### config.mk
export PLATFORM = sky130hd
export DESIGN_NAME = audio_clock_afs_config
export DESIGN_NICKNAME = d
export VERILOG_FILES = /design/src/audio_clock_afs_pkg.sv /design/src/audio_clock_afs_config.sv
export SDC_FILE = /design/constraint.sdc
export NUM_CORES = 1
export LEC_CHECK = 0
export BUFFER_PORTS_ARGS = -buffer_cell sky130_fd_sc_hd__buf_2
export CAP_MARGIN = 15
export CORE_ASPECT_RATIO = 1.4
export CORE_MARGIN = 5
export CORE_UTILIZATION = 40
export CTS_BUF_LIST = sky130_fd_sc_hd__clkbuf_4 sky130_fd_sc_hd__clkbuf_8
export CTS_CLUSTER_SIZE = 16
export DETAILED_ROUTE_END_ITERATION = 6
export GPL_TIMING_DRIVEN = 0
export PLACE_DENSITY = 0.63
export SLEW_MARGIN = 30
export SYNTH_ARGS = -nofsm -noshare
export SYNTH_HDL_FRONTEND = slang
export SYNTH_SLANG_ARGS = --single-unit
### constraint.sdc
create_clock -name core_clk -period 3.25 [get_ports core_clk]
set_input_delay 0.1625 -clock core_clk [delete_from_list [all_inputs] [get_ports core_clk]]
set_output_delay 0.1625 -clock core_clk [all_outputs]
set_load 0.01 [all_outputs]
### src/audio_clock_afs_pkg.sv
package audio_clock_afs_pkg;

	// ==========================================================
	// register map
	localparam logic [7:0] ADDR_FS_RESTART = 8'h1a;
	localparam logic [7:0] ADDR_AUDIO_CONTROL = 8'h31;
	localparam logic [7:0] ADDR_HOST_RATE = 8'h32;
	localparam logic [7:0] ADDR_LOOP_A = 8'h39;
	localparam logic [7:0] ADDR_LOOP_B = 8'h3a;
	localparam logic [7:0] ADDR_OUT1_MULT = 8'h3f;
	localparam logic [7:0] ADDR_OUT2_MULT = 8'h40;
	localparam logic [7:0] ADDR_OUT3_MULT = 8'h41;

	// ==========================================================
	// audio control fields
	localparam int CTRL_REF_OFF_BIT = 0;
	localparam int CTRL_STRETCH_BIT = 1;
	localparam int CTRL_OVERRIDE_BIT = 2;
	localparam int CTRL_MID_EN_BIT = 5;
	localparam int CTRL_WIN_LSB = 7;
	localparam int CTRL_WIN_MSB = 9;
	localparam logic [2:0] RESET_WINDOW_RST = 3'h2;

	// ==========================================================
	// sample rate and loop defaults
	localparam logic [2:0] RATE_48K = 3'h3;
	localparam logic [2:0] RATE_96K = 3'h5;
	localparam logic [5:0] LOOP_A_BASE = 6'h0a;
	localparam logic [5:0] LOOP_B_BASE = 6'h20;

	// ==========================================================
	// fs multiple encoding
	localparam logic [2:0] MULT_512 = 3'h0;
	localparam logic [2:0] MULT_384 = 3'h1;
	localparam logic [2:0] MULT_256 = 3'h2;
	localparam logic [2:0] MULT_192 = 3'h3;
	localparam logic [2:0] MULT_128 = 3'h4;
	localparam logic [2:0] MULT_64 = 3'h5;
	localparam logic [2:0] MULT_FS = 3'h6;
	localparam logic [2:0] MULT_HIZ = 3'h7;
	localparam logic [2:0] MULT_RST = 3'h0;

	// ==========================================================
	// carriers
	typedef struct packed {
		logic [7:0] addr;
		logic [15:0] wdata;
		logic wr;
		logic rd;
	} reg_req_t;

	typedef struct packed {
		logic drive;
		logic [2:0] multiple;
		logic third_duty;
	} aclk_cfg_t;

endpackage

### src/audio_clock_afs_config.sv
`timescale 1ns/1ps
module audio_clock_afs_config #(
	parameter int FIELDS_PER_SYNC = 5,
	parameter int FIELD_CNT_W = 4
) (
	// clock and reset
	input logic core_clk,
	input logic rst_n,
	// register port
	input audio_clock_afs_pkg::reg_req_t reg_req,
	output logic [15:0] reg_rdata,
	// timing core strobes
	input logic line_pulse,
	input logic field_pulse,
	// pins
	input logic field_ident_ref_in,
	input logic [2:0] sample_rate_select_pins,
	// audio frame sync and rate
	output logic audio_frame_sync,
	output logic [2:0] sample_rate,
	// loop bandwidth
	output logic [5:0] loop_param_a,
	output logic [5:0] loop_param_b,
	output logic [2:0] reset_window,
	// audio clock selections
	output audio_clock_afs_pkg::aclk_cfg_t audio_clock_out_one,
	output audio_clock_afs_pkg::aclk_cfg_t audio_clock_out_two,
	output audio_clock_afs_pkg::aclk_cfg_t audio_clock_out_three
);

	// ==========================================================
	// registers
	logic frame_sync_ref_reset_off;
	logic frame_sync_stretch;
	logic host_rate_override;
	logic mid_multiple_enable;
	logic [2:0] window;
	logic [2:0] host_code;
	logic [5:0] loop_a;
	logic [5:0] loop_b;
	logic loop_a_user;
	logic loop_b_user;
	logic [2:0] mult [3];
	logic ref_s1;
	logic ref_s2;
	logic ref_s3;
	logic [2:0] pins_s1;
	logic [2:0] pins_s2;
	logic [FIELD_CNT_W-1:0] field_cnt;
	logic fs_active;
	logic seen_rate_write;
	logic seen_mult_write;

	// ==========================================================
	// bus decode
	wire wr_ctrl = reg_req.wr && reg_req.addr == audio_clock_afs_pkg::ADDR_AUDIO_CONTROL;
	wire wr_rate = reg_req.wr && reg_req.addr == audio_clock_afs_pkg::ADDR_HOST_RATE;
	wire wr_la = reg_req.wr && reg_req.addr == audio_clock_afs_pkg::ADDR_LOOP_A;
	wire wr_lb = reg_req.wr && reg_req.addr == audio_clock_afs_pkg::ADDR_LOOP_B;
	wire wr_restart = reg_req.wr && reg_req.addr == audio_clock_afs_pkg::ADDR_FS_RESTART;
	wire [2:0] wr_mult;
	assign wr_mult[0] = reg_req.wr && reg_req.addr == audio_clock_afs_pkg::ADDR_OUT1_MULT;
	assign wr_mult[1] = reg_req.wr && reg_req.addr == audio_clock_afs_pkg::ADDR_OUT2_MULT;
	assign wr_mult[2] = reg_req.wr && reg_req.addr == audio_clock_afs_pkg::ADDR_OUT3_MULT;

	// reserved bits are dropped on write and read back as zero
	wire [15:0] ctrl_view = {6'h00, window, 1'b0, mid_multiple_enable, 2'h0,
		host_rate_override, frame_sync_stretch, frame_sync_ref_reset_off};
	logic [15:0] next_rdata;
	always_comb begin
		case (reg_req.addr)
			audio_clock_afs_pkg::ADDR_AUDIO_CONTROL: next_rdata = ctrl_view;
			audio_clock_afs_pkg::ADDR_HOST_RATE: next_rdata = {13'h0000, host_code};
			audio_clock_afs_pkg::ADDR_LOOP_A: next_rdata = {10'h000, loop_a};
			audio_clock_afs_pkg::ADDR_LOOP_B: next_rdata = {10'h000, loop_b};
			audio_clock_afs_pkg::ADDR_OUT1_MULT: next_rdata = {13'h0000, mult[0]};
			audio_clock_afs_pkg::ADDR_OUT2_MULT: next_rdata = {13'h0000, mult[1]};
			audio_clock_afs_pkg::ADDR_OUT3_MULT: next_rdata = {13'h0000, mult[2]};
			default: next_rdata = 16'h0000;
		endcase
	end

	// ==========================================================
	// control registers
	always_ff @(posedge core_clk or negedge rst_n) begin
		if (!rst_n) begin
			frame_sync_ref_reset_off <= 1'b0;
			frame_sync_stretch <= 1'b0;
			host_rate_override <= 1'b0;
			mid_multiple_enable <= 1'b0;
			window <= audio_clock_afs_pkg::RESET_WINDOW_RST;
		end else if (wr_ctrl) begin
			frame_sync_ref_reset_off <= reg_req.wdata[audio_clock_afs_pkg::CTRL_REF_OFF_BIT];
			frame_sync_stretch <= reg_req.wdata[audio_clock_afs_pkg::CTRL_STRETCH_BIT];
			host_rate_override <= reg_req.wdata[audio_clock_afs_pkg::CTRL_OVERRIDE_BIT];
			mid_multiple_enable <= reg_req.wdata[audio_clock_afs_pkg::CTRL_MID_EN_BIT];
			window <= reg_req.wdata[audio_clock_afs_pkg::CTRL_WIN_MSB:audio_clock_afs_pkg::CTRL_WIN_LSB];
		end
	end

	always_ff @(posedge core_clk or negedge rst_n) begin
		if (!rst_n) begin
			host_code <= audio_clock_afs_pkg::RATE_48K;
			seen_rate_write <= 1'b0;
		end else if (wr_rate) begin
			host_code <= reg_req.wdata[2:0];
			seen_rate_write <= 1'b1;
		end
	end

	// ==========================================================
	// sample rate selection
	always_ff @(posedge core_clk or negedge rst_n) begin
		if (!rst_n) begin
			pins_s1 <= 3'h0;
			pins_s2 <= 3'h0;
		end else begin
			pins_s1 <= sample_rate_select_pins;
			pins_s2 <= pins_s1;
		end
	end
	wire [2:0] next_rate = host_rate_override ? host_code : pins_s2;

	// ==========================================================
	// loop bandwidth: follows the rate until software writes it
	wire [5:0] def_a = audio_clock_afs_pkg::LOOP_A_BASE + {3'h0, next_rate};
	wire [5:0] def_b = audio_clock_afs_pkg::LOOP_B_BASE + {3'h0, next_rate};
	always_ff @(posedge core_clk or negedge rst_n) begin
		if (!rst_n) begin
			loop_a <= audio_clock_afs_pkg::LOOP_A_BASE;
			loop_b <= audio_clock_afs_pkg::LOOP_B_BASE;
			loop_a_user <= 1'b0;
			loop_b_user <= 1'b0;
		end else begin
			if (wr_la) begin
				loop_a <= reg_req.wdata[5:0];
				loop_a_user <= 1'b1;
			end else if (!loop_a_user) begin
				loop_a <= def_a;
			end
			if (wr_lb) begin
				loop_b <= reg_req.wdata[5:0];
				loop_b_user <= 1'b1;
			end else if (!loop_b_user) begin
				loop_b <= def_b;
			end
		end
	end

	// ==========================================================
	// audio clock multiple selection
	logic [2:0] next_mult [3];
	logic [2:0] next_drive;
	logic [2:0] next_third;
	genvar gi;
	generate
		for (gi = 0; gi < 3; gi++) begin : g_out
			always_ff @(posedge core_clk or negedge rst_n) begin
				if (!rst_n) begin
					mult[gi] <= audio_clock_afs_pkg::MULT_RST;
				end else if (wr_mult[gi]) begin
					mult[gi] <= reg_req.wdata[2:0];
				end
			end
			wire is_mid = mult[gi] == audio_clock_afs_pkg::MULT_384 ||
				mult[gi] == audio_clock_afs_pkg::MULT_192;
			// mid multiples without the enable fall back to high impedance
			assign next_mult[gi] = (is_mid && !mid_multiple_enable) ?
				audio_clock_afs_pkg::MULT_HIZ : mult[gi];
			assign next_drive[gi] = next_mult[gi] != audio_clock_afs_pkg::MULT_HIZ;
			assign next_third[gi] = mid_multiple_enable &&
				next_rate == audio_clock_afs_pkg::RATE_96K &&
				mult[gi] == audio_clock_afs_pkg::MULT_512;
		end
	endgenerate

	// ==========================================================
	// audio frame sync generator
	always_ff @(posedge core_clk or negedge rst_n) begin
		if (!rst_n) begin
			ref_s1 <= 1'b0;
			ref_s2 <= 1'b0;
			ref_s3 <= 1'b0;
		end else begin
			ref_s1 <= field_ident_ref_in;
			ref_s2 <= ref_s1;
			ref_s3 <= ref_s2;
		end
	end
	wire ref_edge = ref_s2 && !ref_s3;
	wire restart = wr_restart || (ref_edge && !frame_sync_ref_reset_off);
	wire wrap = field_pulse && field_cnt == FIELD_CNT_W'(FIELDS_PER_SYNC - 1);
	wire fs_end = frame_sync_stretch ? field_pulse : line_pulse;
	always_ff @(posedge core_clk or negedge rst_n) begin
		if (!rst_n) begin
			field_cnt <= '0;
			fs_active <= 1'b0;
		end else if (restart) begin
			field_cnt <= '0;
			fs_active <= 1'b1;
		end else if (field_pulse) begin
			field_cnt <= wrap ? '0 : field_cnt + 1'b1;
			fs_active <= wrap || (fs_active && !fs_end);
		end else if (fs_active && fs_end) begin
			fs_active <= 1'b0;
		end
	end

	// ==========================================================
	// output flops
	always_ff @(posedge core_clk or negedge rst_n) begin
		if (!rst_n) begin
			reg_rdata <= 16'h0000;
			audio_frame_sync <= 1'b0;
			sample_rate <= audio_clock_afs_pkg::RATE_48K;
			loop_param_a <= audio_clock_afs_pkg::LOOP_A_BASE;
			loop_param_b <= audio_clock_afs_pkg::LOOP_B_BASE;
			reset_window <= audio_clock_afs_pkg::RESET_WINDOW_RST;
			audio_clock_out_one <= '0;
			audio_clock_out_two <= '0;
			audio_clock_out_three <= '0;
		end else begin
			reg_rdata <= reg_req.rd ? next_rdata : 16'h0000;
			audio_frame_sync <= fs_active;
			sample_rate <= next_rate;
			loop_param_a <= loop_a;
			loop_param_b <= loop_b;
			reset_window <= window;
			audio_clock_out_one <= '{next_drive[0], next_mult[0], next_third[0]};
			audio_clock_out_two <= '{next_drive[1], next_mult[1], next_third[1]};
			audio_clock_out_three <= '{next_drive[2], next_mult[2], next_third[2]};
		end
	end

	// ==========================================================
	// checks
	AST_LINE_END: assert property (@(posedge core_clk) disable iff (!rst_n)
		fs_active && !frame_sync_stretch && line_pulse && !field_pulse && !restart
		|=> !fs_active ##1 !audio_frame_sync)
		else $error("frame sync outlived its line");

	AST_FIELD_HOLD: assert property (@(posedge core_clk) disable iff (!rst_n)
		fs_active && frame_sync_stretch && line_pulse && !field_pulse && !restart
		|=> fs_active ##1 audio_frame_sync)
		else $error("stretched frame sync ended on a line");

	AST_REF_IGNORED: assert property (@(posedge core_clk) disable iff (!rst_n)
		frame_sync_ref_reset_off && ref_edge && !wr_restart && !field_pulse
		|=> $stable(field_cnt))
		else $error("reference restarted frame sync while disabled");

	AST_REF_RESTART: assert property (@(posedge core_clk) disable iff (!rst_n)
		!frame_sync_ref_reset_off && ref_edge
		|=> fs_active && field_cnt == '0 ##1 audio_frame_sync)
		else $error("reference edge did not restart frame sync");

	AST_SW_RESTART: assert property (@(posedge core_clk) disable iff (!rst_n)
		wr_restart |=> fs_active && field_cnt == '0 ##1 audio_frame_sync)
		else $error("software restart ignored");

	AST_HOST_RATE: assert property (@(posedge core_clk) disable iff (!rst_n)
		host_rate_override && !wr_ctrl && !wr_rate
		|=> sample_rate == $past(host_code))
		else $error("sample rate did not follow host code");

	AST_RATE_RESET: assert property (@(posedge core_clk) disable iff (!rst_n)
		!seen_rate_write |-> host_code == audio_clock_afs_pkg::RATE_48K)
		else $error("host rate code lost its reset value");

	AST_LOOP_WRITE: assert property (@(posedge core_clk) disable iff (!rst_n)
		wr_la |=> ##1 loop_param_a == $past(reg_req.wdata[5:0], 2))
		else $error("loop value a not applied");

	AST_LOOP_DEFAULT: assert property (@(posedge core_clk) disable iff (!rst_n)
		!loop_b_user && !wr_lb |=> loop_b == $past(def_b))
		else $error("loop value b did not track rate");

	always_ff @(posedge core_clk or negedge rst_n) begin
		if (!rst_n) begin
			seen_mult_write <= 1'b0;
		end else if (wr_mult[0]) begin
			seen_mult_write <= 1'b1;
		end
	end
	AST_MULT_RESET: assert property (@(posedge core_clk) disable iff (!rst_n)
		!seen_mult_write |-> mult[0] == audio_clock_afs_pkg::MULT_RST)
		else $error("output one multiple lost its reset value");

	AST_MID_BLOCKED: assert property (@(posedge core_clk) disable iff (!rst_n)
		!mid_multiple_enable && mult[1] == audio_clock_afs_pkg::MULT_192
		|=> !audio_clock_out_two.drive)
		else $error("192fs produced without enable");

	AST_THIRD_DUTY: assert property (@(posedge core_clk) disable iff (!rst_n)
		mid_multiple_enable && next_rate == audio_clock_afs_pkg::RATE_96K &&
		mult[2] == audio_clock_afs_pkg::MULT_512
		|=> audio_clock_out_three.third_duty && audio_clock_out_three.drive)
		else $error("512fs at 96 kHz lacks one-third duty");

endmodule

After elaboration in Yosys (flattened, before gate mapping). Index checks and enable logic that the tools add are counted.

Register bits: 91. Input port bits: 34. Output and inout port bits: 50. Word-level logic and storage cells: 110.

Add/subtract/negate cells: 3. Equality and inequality tests: 21. Muxes and demuxes: 17. Reduce and logical (&&, ||, !) cells: 34.

Operators by type and width (count): 10-bit case mux with 7 select lines (1); 8-bit by 6-bit equality test with 1-bit output (second input constant) (5); 6-bit 2-to-1 mux (4); 1-bit logical AND (20); 8-bit by 7-bit equality test with 1-bit output (second input constant) (2); 3-bit 2-to-1 mux (4); 4-bit 2-to-1 mux (3); 10-bit 2-to-1 mux (1); 3-bit by 1-bit equality test with 1-bit output (second input constant) (3); 3-bit by 2-bit equality test with 1-bit output (second input constant) (3); 3-bit logical NOT (3); 3-bit inequality test (second input constant) (3); 8-bit by 5-bit equality test with 1-bit output (second input constant) (1); 6-bit by 3-bit adder with 6-bit output (first input constant) (1); 4-bit by 3-bit adder with 5-bit output (first input constant) (1); 1-bit logical OR (5); 4-bit by 1-bit adder with 4-bit output (second input constant) (1); 4-bit by 3-bit equality test with 1-bit output (second input constant) (1); 1-bit logical NOT (4); 1-bit 2-to-1 mux (4); 2-bit by 1-bit inequality test with 1-bit output (second input constant) (2); 3-bit equality test (second input constant) (1); 3-bit nonzero test (1); 2-bit nonzero test (1).

Longest topological paths before layout. Gate-level depths: netlist (run 1).

Depth in word-level cells: 6. Gate-level depth with buffers: 6.

Worst setup path after synthesis (run 1). OpenSTA, ideal clock, no wires.

Path kind: reg-to-reg. From: register host_rate_override. To: register loop_a[2]. Arrival: 1.231 ns. Data required time: 3.125 ns. Path slack: 1.894 ns. Stages on the path, launching flop included: 5. Cell sequence: dfrtp_1 mux2_2 ha_1 mux2i_1 a21oi_1.

Cells in the longest elaborated chain, start to end: 4.

Ends and longest elaborated chain: from (decl) (line audio_clock_afs_config.sv:35) `logic host_rate_override;`; from (signal assigned) (line audio_clock_afs_config.sv:95) `host_rate_override <= reg_req.wdata[audio_clock_afs_pkg::CTRL_OVERRIDE_BIT];`; 3-bit 2-to-1 mux (line audio_clock_afs_config.sv:122) `wire [2:0] next_rate = host_rate_override ? host_code : pins_s2;`; 4-bit by 3-bit adder with 5-bit output (line audio_clock_afs_config.sv:126) `wire [5:0] def_a = audio_clock_afs_pkg::LOOP_A_BASE + {3'h0, next_rate};`; 6-bit 2-to-1 mux (line audio_clock_afs_config.sv:138) `end else if (!loop_a_user) begin`; 6-bit 2-to-1 mux (line audio_clock_afs_config.sv:135) `if (wr_la) begin`; to (signal assigned) (line audio_clock_afs_config.sv:130) `loop_a <= audio_clock_afs_pkg::LOOP_A_BASE;`; to (signal assigned) (line audio_clock_afs_config.sv:136) `loop_a <= reg_req.wdata[5:0];`; to (decl) (line audio_clock_afs_config.sv:39) `logic [5:0] loop_a;`.

Every way passes these cells. The select of a mux whose other input is x is not followed. A chain may end at the register's enable or synchronous reset.

Worst setup path after layout (run 1).
From: register host_rate_override. To: register audio_clock_out_two[0] (netlist name).

Cells in the longest elaborated chain, start to end: 4.

Ends and longest elaborated chain: 3-bit 2-to-1 mux (line audio_clock_afs_config.sv:122); 3-bit equality test (line audio_clock_afs_config.sv:172) `next_rate == audio_clock_afs_pkg::RATE_96K &&`; 1-bit logical AND (line audio_clock_afs_config.sv:171) `assign next_third[gi] = mid_multiple_enable &&`; 1-bit logical AND (line audio_clock_afs_config.sv:172); named net next_third[1] (line audio_clock_afs_config.sv:154) `logic [2:0] next_third;`; to (signal assigned) (line audio_clock_afs_config.sv:230) `audio_clock_out_two <= '{next_drive[1], next_mult[1], next_third[1]};`; to (decl) (line audio_clock_afs_config.sv:27) `output audio_clock_afs_pkg::aclk_cfg_t audio_clock_out_two,`.

The timed path passes the listed nets, and every way through them passes these cells.

==> results.txt, run 1 <==
----------------------------------------------------
[Critical path]
  Setup crit start kind ... register
  Critical path class ... register to register
  Endpoint kind of the worst setup timing path ... register
  Critical register-to-register path startpoint ... host_rate_override
  Internal reg-to-reg setup slack ... 1.74 ns
  Reg-to-reg critical path endpoint ... audio_clock_out_two[0]
  Maximum fanout along the worst path ... 5
  Critical Path Start ... host_rate_override
  Worst setup path endpoint ... audio_clock_out_two[0]
  Worst reg2reg path depth ... 4
  Critical Path RT ... 3.49 ns
  CP Data Arrival Time ... between 1.5 and 2 ns

[Floorplan]
  Y dimension of the die ... 122 um
  X dimension of the die ... between 90 and 100 um
  Number of standard-cell rows in the floorplan ... 41
  Starting density of the core ... 40.4%
  # IOs ... 84
  Area enclosed by the die boundary ... 11000 um2
  Core area ... 8870 um2

[Global routing]
  Pin count of the biggest net entering global routing ... 48
  GR Util met1 ... 17.2%
  Met3 global-route usage ... 4.45%
  GRT Resource Usage Total ... roughly 14%
  Sum of overflow across all layers after global routing ... 0
  Number of global-route vias before repair ... 2504
  Met2 Track Usage GR ... 23.9%
  Global-route layer with the greatest usage ... met2
  Antenna violations before repair ... 0
  First-pass GRT wire length ... between 10 and 15 mm

[Clock tree]
  CTS Sinks ... 90
  Bufs on Longest Clock Path ... 2
  Clock transition time at the flip-flop clock pins of the worst setup and hold paths ... 0.09 ns
  Number of gates resized after CTS ... 0
  Total clock buffers created by CTS ... 9
  Number of H-tree levels ... 3
  Root Driver ... sky130_fd_sc_hd__clkbuf_8
  Count of buffers added by post-CTS timing repair for setup ... 0
  Clock latency at the later pin of the worst-skew pair ... 0.36 ns
  Number of hold buffers added after cts ... 5
  Clock tree from TritonCTS ... yes

[STA]
  Final setup vio count ... 0
  Max Slew Vio Count ... 0
  Setup TNS ... 0 ns
  Clock Skews ... 0.00945 ns
  Slew at the pin closest to its max-slew limit ... 0.650 ns
  Hold Vio Cnt, Final ... 0
  Time the worst path needs with I/O delays and setup ... roughly 1.5 ns
  Maximum clock rate ... 662 MHz
  Max transition margin ... between 50% and 60%
  Portion of the clock cycle consumed by the worst path in the final layout ... 46.5%
  Post-route worst hold slack ... 0.0404 ns
  Unrepaired setup endpoints after global routing ... false

[Synth]
  Count of different cell masters after synthesis ... 41
  Leading post-synthesis cells by cell area ... sky130_fd_sc_hd__dfrtp_1, sky130_fd_sc_hd__dfstp_2, sky130_fd_sc_hd__mux2_2
  Most used DFF post-synth ... sky130_fd_sc_hd__dfrtp_1
  Cell area after technology mapping ... between 3000 and 4000 um2
  Most common cell in the netlist ... sky130_fd_sc_hd__dfrtp_1
  Seq/Total Area, Yosys ... 63.2%
  Area fraction of the dominant cell type after synthesis ... 54.4%
  Mean area per synthesized cell ... 12.9 um2
  Post-synth EDFFs ... 0
  Synth Warn # ... 0
  Number of synthesized register bits ... 90
  Count of mapped cells out of synthesis ... approximately 280
  Library cell with the largest summed area after synthesis ... sky130_fd_sc_hd__dfrtp_1
  Fraction of registers with async set or reset after synthesis ... 100%
  Top cell types by occurrence after synthesis ... sky130_fd_sc_hd__dfrtp_1, sky130_fd_sc_hd__mux2_2, sky130_fd_sc_hd__nor2_1

[Placed design]
  Cell area after placement ... 4110 um2
  RePlAce Congestion ... 0.847
  Number of buffers inserted by port buffering ... 67
  Placed insts ... 459
  HPWL after detailed placement ... 5.55 mm

[Pwr]
  Power density cells ... approximately 500 nW/um2
  Pwr Total ... about 2.2 mW
  Maximum ir drop on the vdd rail ... 0.291 mV
  P_leak ... 2.13 nW

[Route]
  Antenna-violating nets left ... 0
  Via count ... 2358
  DRC Markers ... 0
  Per-cell via count in the routed design ... 4.91
  Wire length per cell ... approximately 16 um
  Final WL ... 7.48 mm
  First-pass DRT Iterations ... 4
  Iteration-0 DRC count of the detailed router ... 115

[Job]
  Total of max-cap violations ... 0

[Run status]
  Result of the run ... complete, no violations

[Cells and area]
  Antenna diode count ... 0
  Area added between synthesis and finish ... 21.6%
  Number of standard cells in the layout, taps in and fillers out ... 480
  Total number of nets in the final design ... slightly above 400
  Finished layout cell area ... 4370 um2
  Layout cell share with drive strength beyond 1 ... 39.1%

[Min path]
  Type of the worst min-delay path ... input pin to register

----------------------------------------------------
[area by class of cell]
type	count	area, um2
clock buffers	12	159
inverters	11	41.3
multi-input cells	164	1180
repair buffers	73	412
well taps	107	134
clock inverters	4	50.0
fillers	818	4510
plain buffers	19	119
flip-flops and latches	90	2270
[routing by layer]
metal  wire length (um)  vias up
li1                   -     1136
met1               3040     1146
met2               3840       60
met3                397       16
met4                201        0
met5                  0        -
[kinds of logic after synthesis]
group,Yosys count,share of synthesized area [%]
AOI/OAI and AO/OA,37,6.55
and+or+nand+nor,77,12.5
other,1,0.104
buffers and inverters,30,4.46
DFF,90,63.2
muxes,40,12.1
adders and majority gates,3,1.05
[worst min path at each step]
stage	endpoint	cells after the start	slack, ns	from
global route	window[0]	2	0.04	reg_req[9]
global placement	pins_s1[0]	1	0.27	sample_rate_select_pins[0]
CTS	window[0]	2	0.03	reg_req[9]
floorplan	audio_clock_out_one[0]	0	-0.13	rst_n
finish	window[0]	2	0.04	reg_req[9]
detailed placement	pins_s1[0]	1	0.10	rst_n
[sequential cells by signal (all words and copies together), names as in the netlist, 5 cells and up]
name / count
audio_clock_out_one: 5
loop_a: 6
audio_clock_out_three: 5
mult: 9
loop_param_a: 6
loop_param_b: 6
audio_clock_out_two: 5
loop_b: 6
reg_rdata: 9
[cell usage in the layout (no fill, tap or decap), types with 10 or more instances in the layout]
cell                       count
sky130_fd_sc_hd__dfstp_2      12
sky130_fd_sc_hd__a21oi_1      14
sky130_fd_sc_hd__buf_2        68
sky130_fd_sc_hd__mux2i_1      12
sky130_fd_sc_hd__nor2_1       20
sky130_fd_sc_hd__dfrtp_1      78
sky130_fd_sc_hd__mux2_2       28
sky130_fd_sc_hd__buf_4        10
sky130_fd_sc_hd__nand3_1      13
sky130_fd_sc_hd__inv_1        11
sky130_fd_sc_hd__clkbuf_8     11
[critical path: stages, from the launching register on]
cell and delay [ns]:
sky130_fd_sc_hd__dfrtp_1 0.45, sky130_fd_sc_hd__mux2_2 0.41, sky130_fd_sc_hd__inv_1 0.07, sky130_fd_sc_hd__nand4_1 0.20, sky130_fd_sc_hd__nor4_1 0.27
[report_power, final]
part / total, mW / switching, mW / internal [mW]
clock: 0.781 / 0.376 / 0.405
sequential: 1.22 / 0.0391 / 1.18
combinational: 0.221 / 0.122 / 0.0995
total: 2.23 / 0.537 / 1.69
[stage by stage]
stage,utilization [%],setup slack [ns]
after floorplan,-,1.89
after global placement,46.0,1.30
final,49.2,1.74
after detailed placement,46.3,1.42
after CTS,49.2,1.71
after global routing,49.2,1.55
Power figures use the tool's default switching activity.
==> run 2, diff against run 1 <==
--- a/config.mk
+++ b/config.mk
@@ -14,7 +14,7 @@
 export CTS_CLUSTER_SIZE = 16
 export DETAILED_ROUTE_END_ITERATION = 6
 export GPL_TIMING_DRIVEN = 0
-export PLACE_DENSITY = 0.63
+export PLACE_DENSITY = 0.66
 export SLEW_MARGIN = 30
 export SYNTH_ARGS = -nofsm -noshare
 export SYNTH_HDL_FRONTEND = slang
==> constraint.sdc (replaced) <==
create_clock -name core_clk -period 1.2 [get_ports core_clk]
set_input_delay 0.06 -clock core_clk [delete_from_list [all_inputs] [get_ports core_clk]]
set_output_delay 0.06 -clock core_clk [all_outputs]
set_load 0.01 [all_outputs]
==> run 2 against run 1 <==
  * The run now ends with setup timing left
  * Clock power grew to 2.5 times the previous value
  * First-iteration DRC count decreased by 25%
  * Final cell count is 3.3% higher
  * Setup slack worse by 1.9 ns
  * Global-route usage up 0.33 points
  * Core utilization up 2.7 points
  * Largest cell class unchanged
==> results.txt, run 2 (synthesis gave the netlist of run 1 again) <==
----------------------------------------------------
[Pwr]
  Maximum ir drop on the vdd rail ... 0.543 mV (+87%)
  Power density cells ... 1300 nW/um2 (+160%)
  P_leak ... 2.22 nW (+4.4%)
  Internal power contribution ... 4.55 mW (+170%)
  Pwr Total ... 6.00 mW (+170%)
  Part of the total power dissipated in combinational logic ... 11.9% (+2.0 points)
  Share of total power in the clock network ... 32.9% (-2.2 points)
  Power share of the sequential group ... 55.2% (+0.2 points)
  Switching Fraction ... 24.2% (+0.052 points)
  Power dissipated by switching net loads ... 1.45 mW (+170%)

[Route]
  Per-cell via count in the routed design ... 4.83 (-1.7%)
  Iteration-0 DRC count of the detailed router ... 86 (-25%)
  DRC Markers ... 0 (unchanged)
  First-pass DRT Iterations ... 4 (unchanged)
  Wire length per cell ... 15.4 um (-0.99%)
  Antenna-violating nets left ... 0 (unchanged)
  Final WL ... 7.65 mm (+2.3%)
  Via count ... 2394 (+1.5%)

[Cells and area]
  Number of fill cells in the layout ... 772 (-5.6%)
  Finished layout cell area ... 4610 um2 (+5.5%)
  Most common cell after layout, fill and taps aside ... sky130_fd_sc_hd__dfrtp_1
  Area added between synthesis and finish ... 28.3%
  Total area of multi-input combinational cells ... 1280 um2 (+7.8%)
  Storage element area ... 2270 um2 (+0.22%)
  Largest registers ... mult: 9 flops, reg_rdata: 9 flops
  Final core utilization ... 51.9% (+2.7 points)
  Layout cell share with drive strength beyond 1 ... 44.0% (+4.8 points)
  Total number of nets in the final design ... 421 (+4.0%)
  Antenna diode count ... 0 (unchanged)
  Number of standard cells in the layout, taps in and fillers out ... 496 (+3.3%)
  Most frequent cells in the layout ... sky130_fd_sc_hd__dfrtp_1, sky130_fd_sc_hd__buf_2, sky130_fd_sc_hd__mux2_2, sky130_fd_sc_hd__nor2_1, sky130_fd_sc_hd__buf_4

[STA]
  Max Slew Vio Count ... 0 (unchanged)
  Hold Vio Cnt, Final ... 0 (unchanged)
  Maximum clock rate ... 740 MHz (+12%)
  Time the worst path needs with I/O delays and setup ... 1.35 ns (-0.159 ns)
  Portion of the clock cycle consumed by the worst path in the final layout ... 113% (+66 points)
  Final critical-path setup slack ... -0.152 ns (-1.89 ns)
  Clock Skews ... 0.00786 ns (-0.00158 ns)
  Final setup vio count ... 7 (+7)
  Unrepaired setup endpoints after global routing ... true

[Floorplan]
  # IOs ... 84 (unchanged)
  Number of standard-cell rows in the floorplan ... 41 (unchanged)
  Y dimension of the die ... 122 um (unchanged)
  Core area ... 8870 um2 (unchanged)
  Starting density of the core ... 40.4% (unchanged)
  Area enclosed by the die boundary ... 11000 um2 (unchanged)
  X dimension of the die ... 90.1 um (unchanged)

[Min path]
  Type of the worst min-delay path ... input pin to register

[Global routing]
  Number of global-route vias before repair ... 2529 (+1.0%)
  GRT Resource Usage Total ... 14.8% (+0.33 points)
  Antenna violations before repair ... 0 (unchanged)
  Sum of overflow across all layers after global routing ... 0 (unchanged)
  First-pass GRT wire length ... 12.5 mm (+0.89%)
  Pin count of the biggest net entering global routing ... 73 (+52%)

[Clock tree]
  Clock transition time at the flip-flop clock pins of the worst setup and hold paths ... 0.08 ns (about the same)
  Bufs on Longest Clock Path ... 2 (unchanged)
  Number of H-tree levels ... 3 (unchanged)
  Clock latency at the later pin of the worst-skew pair ... 0.36 ns (about the same)
  Clock tree from TritonCTS ... yes
  CTS Sinks ... 90 (unchanged)
  Total clock buffers created by CTS ... 9 (unchanged)
  Root Driver ... sky130_fd_sc_hd__clkbuf_8

[Critical path]
  Critical path class ... register to register
  Maximum fanout along the worst path ... 5 (unchanged)
  CP Data Arrival Time ... 1.60 ns (-0.15 ns)
  Critical Path RT ... 1.45 ns (-2.04 ns)
  Endpoint kind of the worst setup timing path ... register
  Setup crit start kind ... register

[Placed design]
  Number of buffers inserted by port buffering ... 67 (unchanged)
  Cell area after placement ... 4140 um2 (+0.82%)
  HPWL after detailed placement ... 5.51 mm (-0.81%)
  RePlAce Congestion ... 0.855 (+0.85%)
  Placed insts ... 459 (unchanged)

[Run status]
  Result of the run ... finished, violations left
  Violated checks ... setup timing

[Job]
  Total of max-cap violations ... 0 (unchanged)

----------------------------------------------------
==> run 2: cell types whose count changed in the layout (fill, tap and decap cells not counted), sizes merged <==
| cell | before | now |
|---|---|---|
| buf | 83 | 92 |
| dlygate4sd3 | 5 | 12 |
| clkbuf | 16 | 19 |
| bufinv | 1 | 0 |
| clkinv | 1 | 0 |
| clkinvlp | 2 | 1 |
==> run 2: routing by layer <==
| metal | GRT usage [%] | vias to the layer above | part of all wire, % |
|---|---|---|---|
| met2 | 24.9 | 57 | 52 |
| li1 | - | 1165 | - |
| met3 | 4.01 | 13 | 5.1 |
| met1 | 16.8 | 1159 | 40 |
| met5 | 0 | - | 0 |
| met4 | 8.75 | 0 | 2.4 |
==> run 2: repair_timing <==
action	4_1_cts	5_1_grt
hold buffers	12	0
buffers inserted	4	6
resized for setup	6	14
setup endpoints to repair	13	13
pin swaps	2	2
cloned	0	0
endpoints found under the hold margin	94	0
==> run 2: area by class of cell <==
type                            count  share of cell area [%]
Inverter                           11                   0.896
Sequential cell                    90                    49.3
Multi-Input combinational cell    164                    27.7
Tap cell                          107                    2.91
Clock inverter                      1                   0.163
Buffer                             18                    2.50
Clock buffer                       15                    4.07
Timing Repair Buffer               90                    12.4
==> run 2: worst paths after layout <==
| path | start | end | slack (ns) | depth (start not counted) |
|---|---|---|---|---|
| max in group asynchronous | rst_n | loop_param_a[3] | 0.48 | 3 |
| min in group asynchronous | rst_n | loop_param_b[1] | 0.09 | 2 |
| worst max-delay path | host_rate_override | loop_a[2] | -0.15 | 4 |
| worst min register to register | pins_s1[0] | pins_s2[0] | 0.35 | 0 |
| worst max register to register | host_rate_override | loop_a[2] | -0.15 | 4 |
| worst min-delay path | reg_req[0] | reg_rdata[7] | 0.03 | 3 |
==> run 2: power groups by stage <==
stage / logic, mW / registers [mW] / clock network [mW]
2_1_floorplan: 0.316 / 3.38 / 0
3_3_place_gp: 0.583 / 3.37 / 0
3_5_place_dp: 0.617 / 3.37 / 0
4_1_cts: 0.705 / 3.31 / 2.05
5_1_grt: 0.802 / 3.34 / 2.17
6_report: 0.712 / 3.32 / 1.97
==> run 2: critical path, cell delays in order, from the launching register on <==
cell and delay [ns]:
sky130_fd_sc_hd__dfrtp_2 0.45, sky130_fd_sc_hd__mux2_4 0.35, sky130_fd_sc_hd__ha_4 0.24, sky130_fd_sc_hd__mux2i_1 0.12, sky130_fd_sc_hd__a21oi_1 0.08
==> run 2: metrics by stage <==
| stage | TNS [ns] | setup slack (ns) | hold WS, ns |
|---|---|---|---|
| final | -0.748 | -0.152 | 0.0268 |
| after global routing | -1.22 | -0.215 | 0.0220 |
| after CTS | -1.14 | -0.232 | 0.00397 |
| after detailed placement | -8.04 | -0.300 | -0.0907 |
| after global placement | -60.80 | -0.656 | 0.170 |
| after floorplan | -0.0922 | -0.0788 | -0.236 |
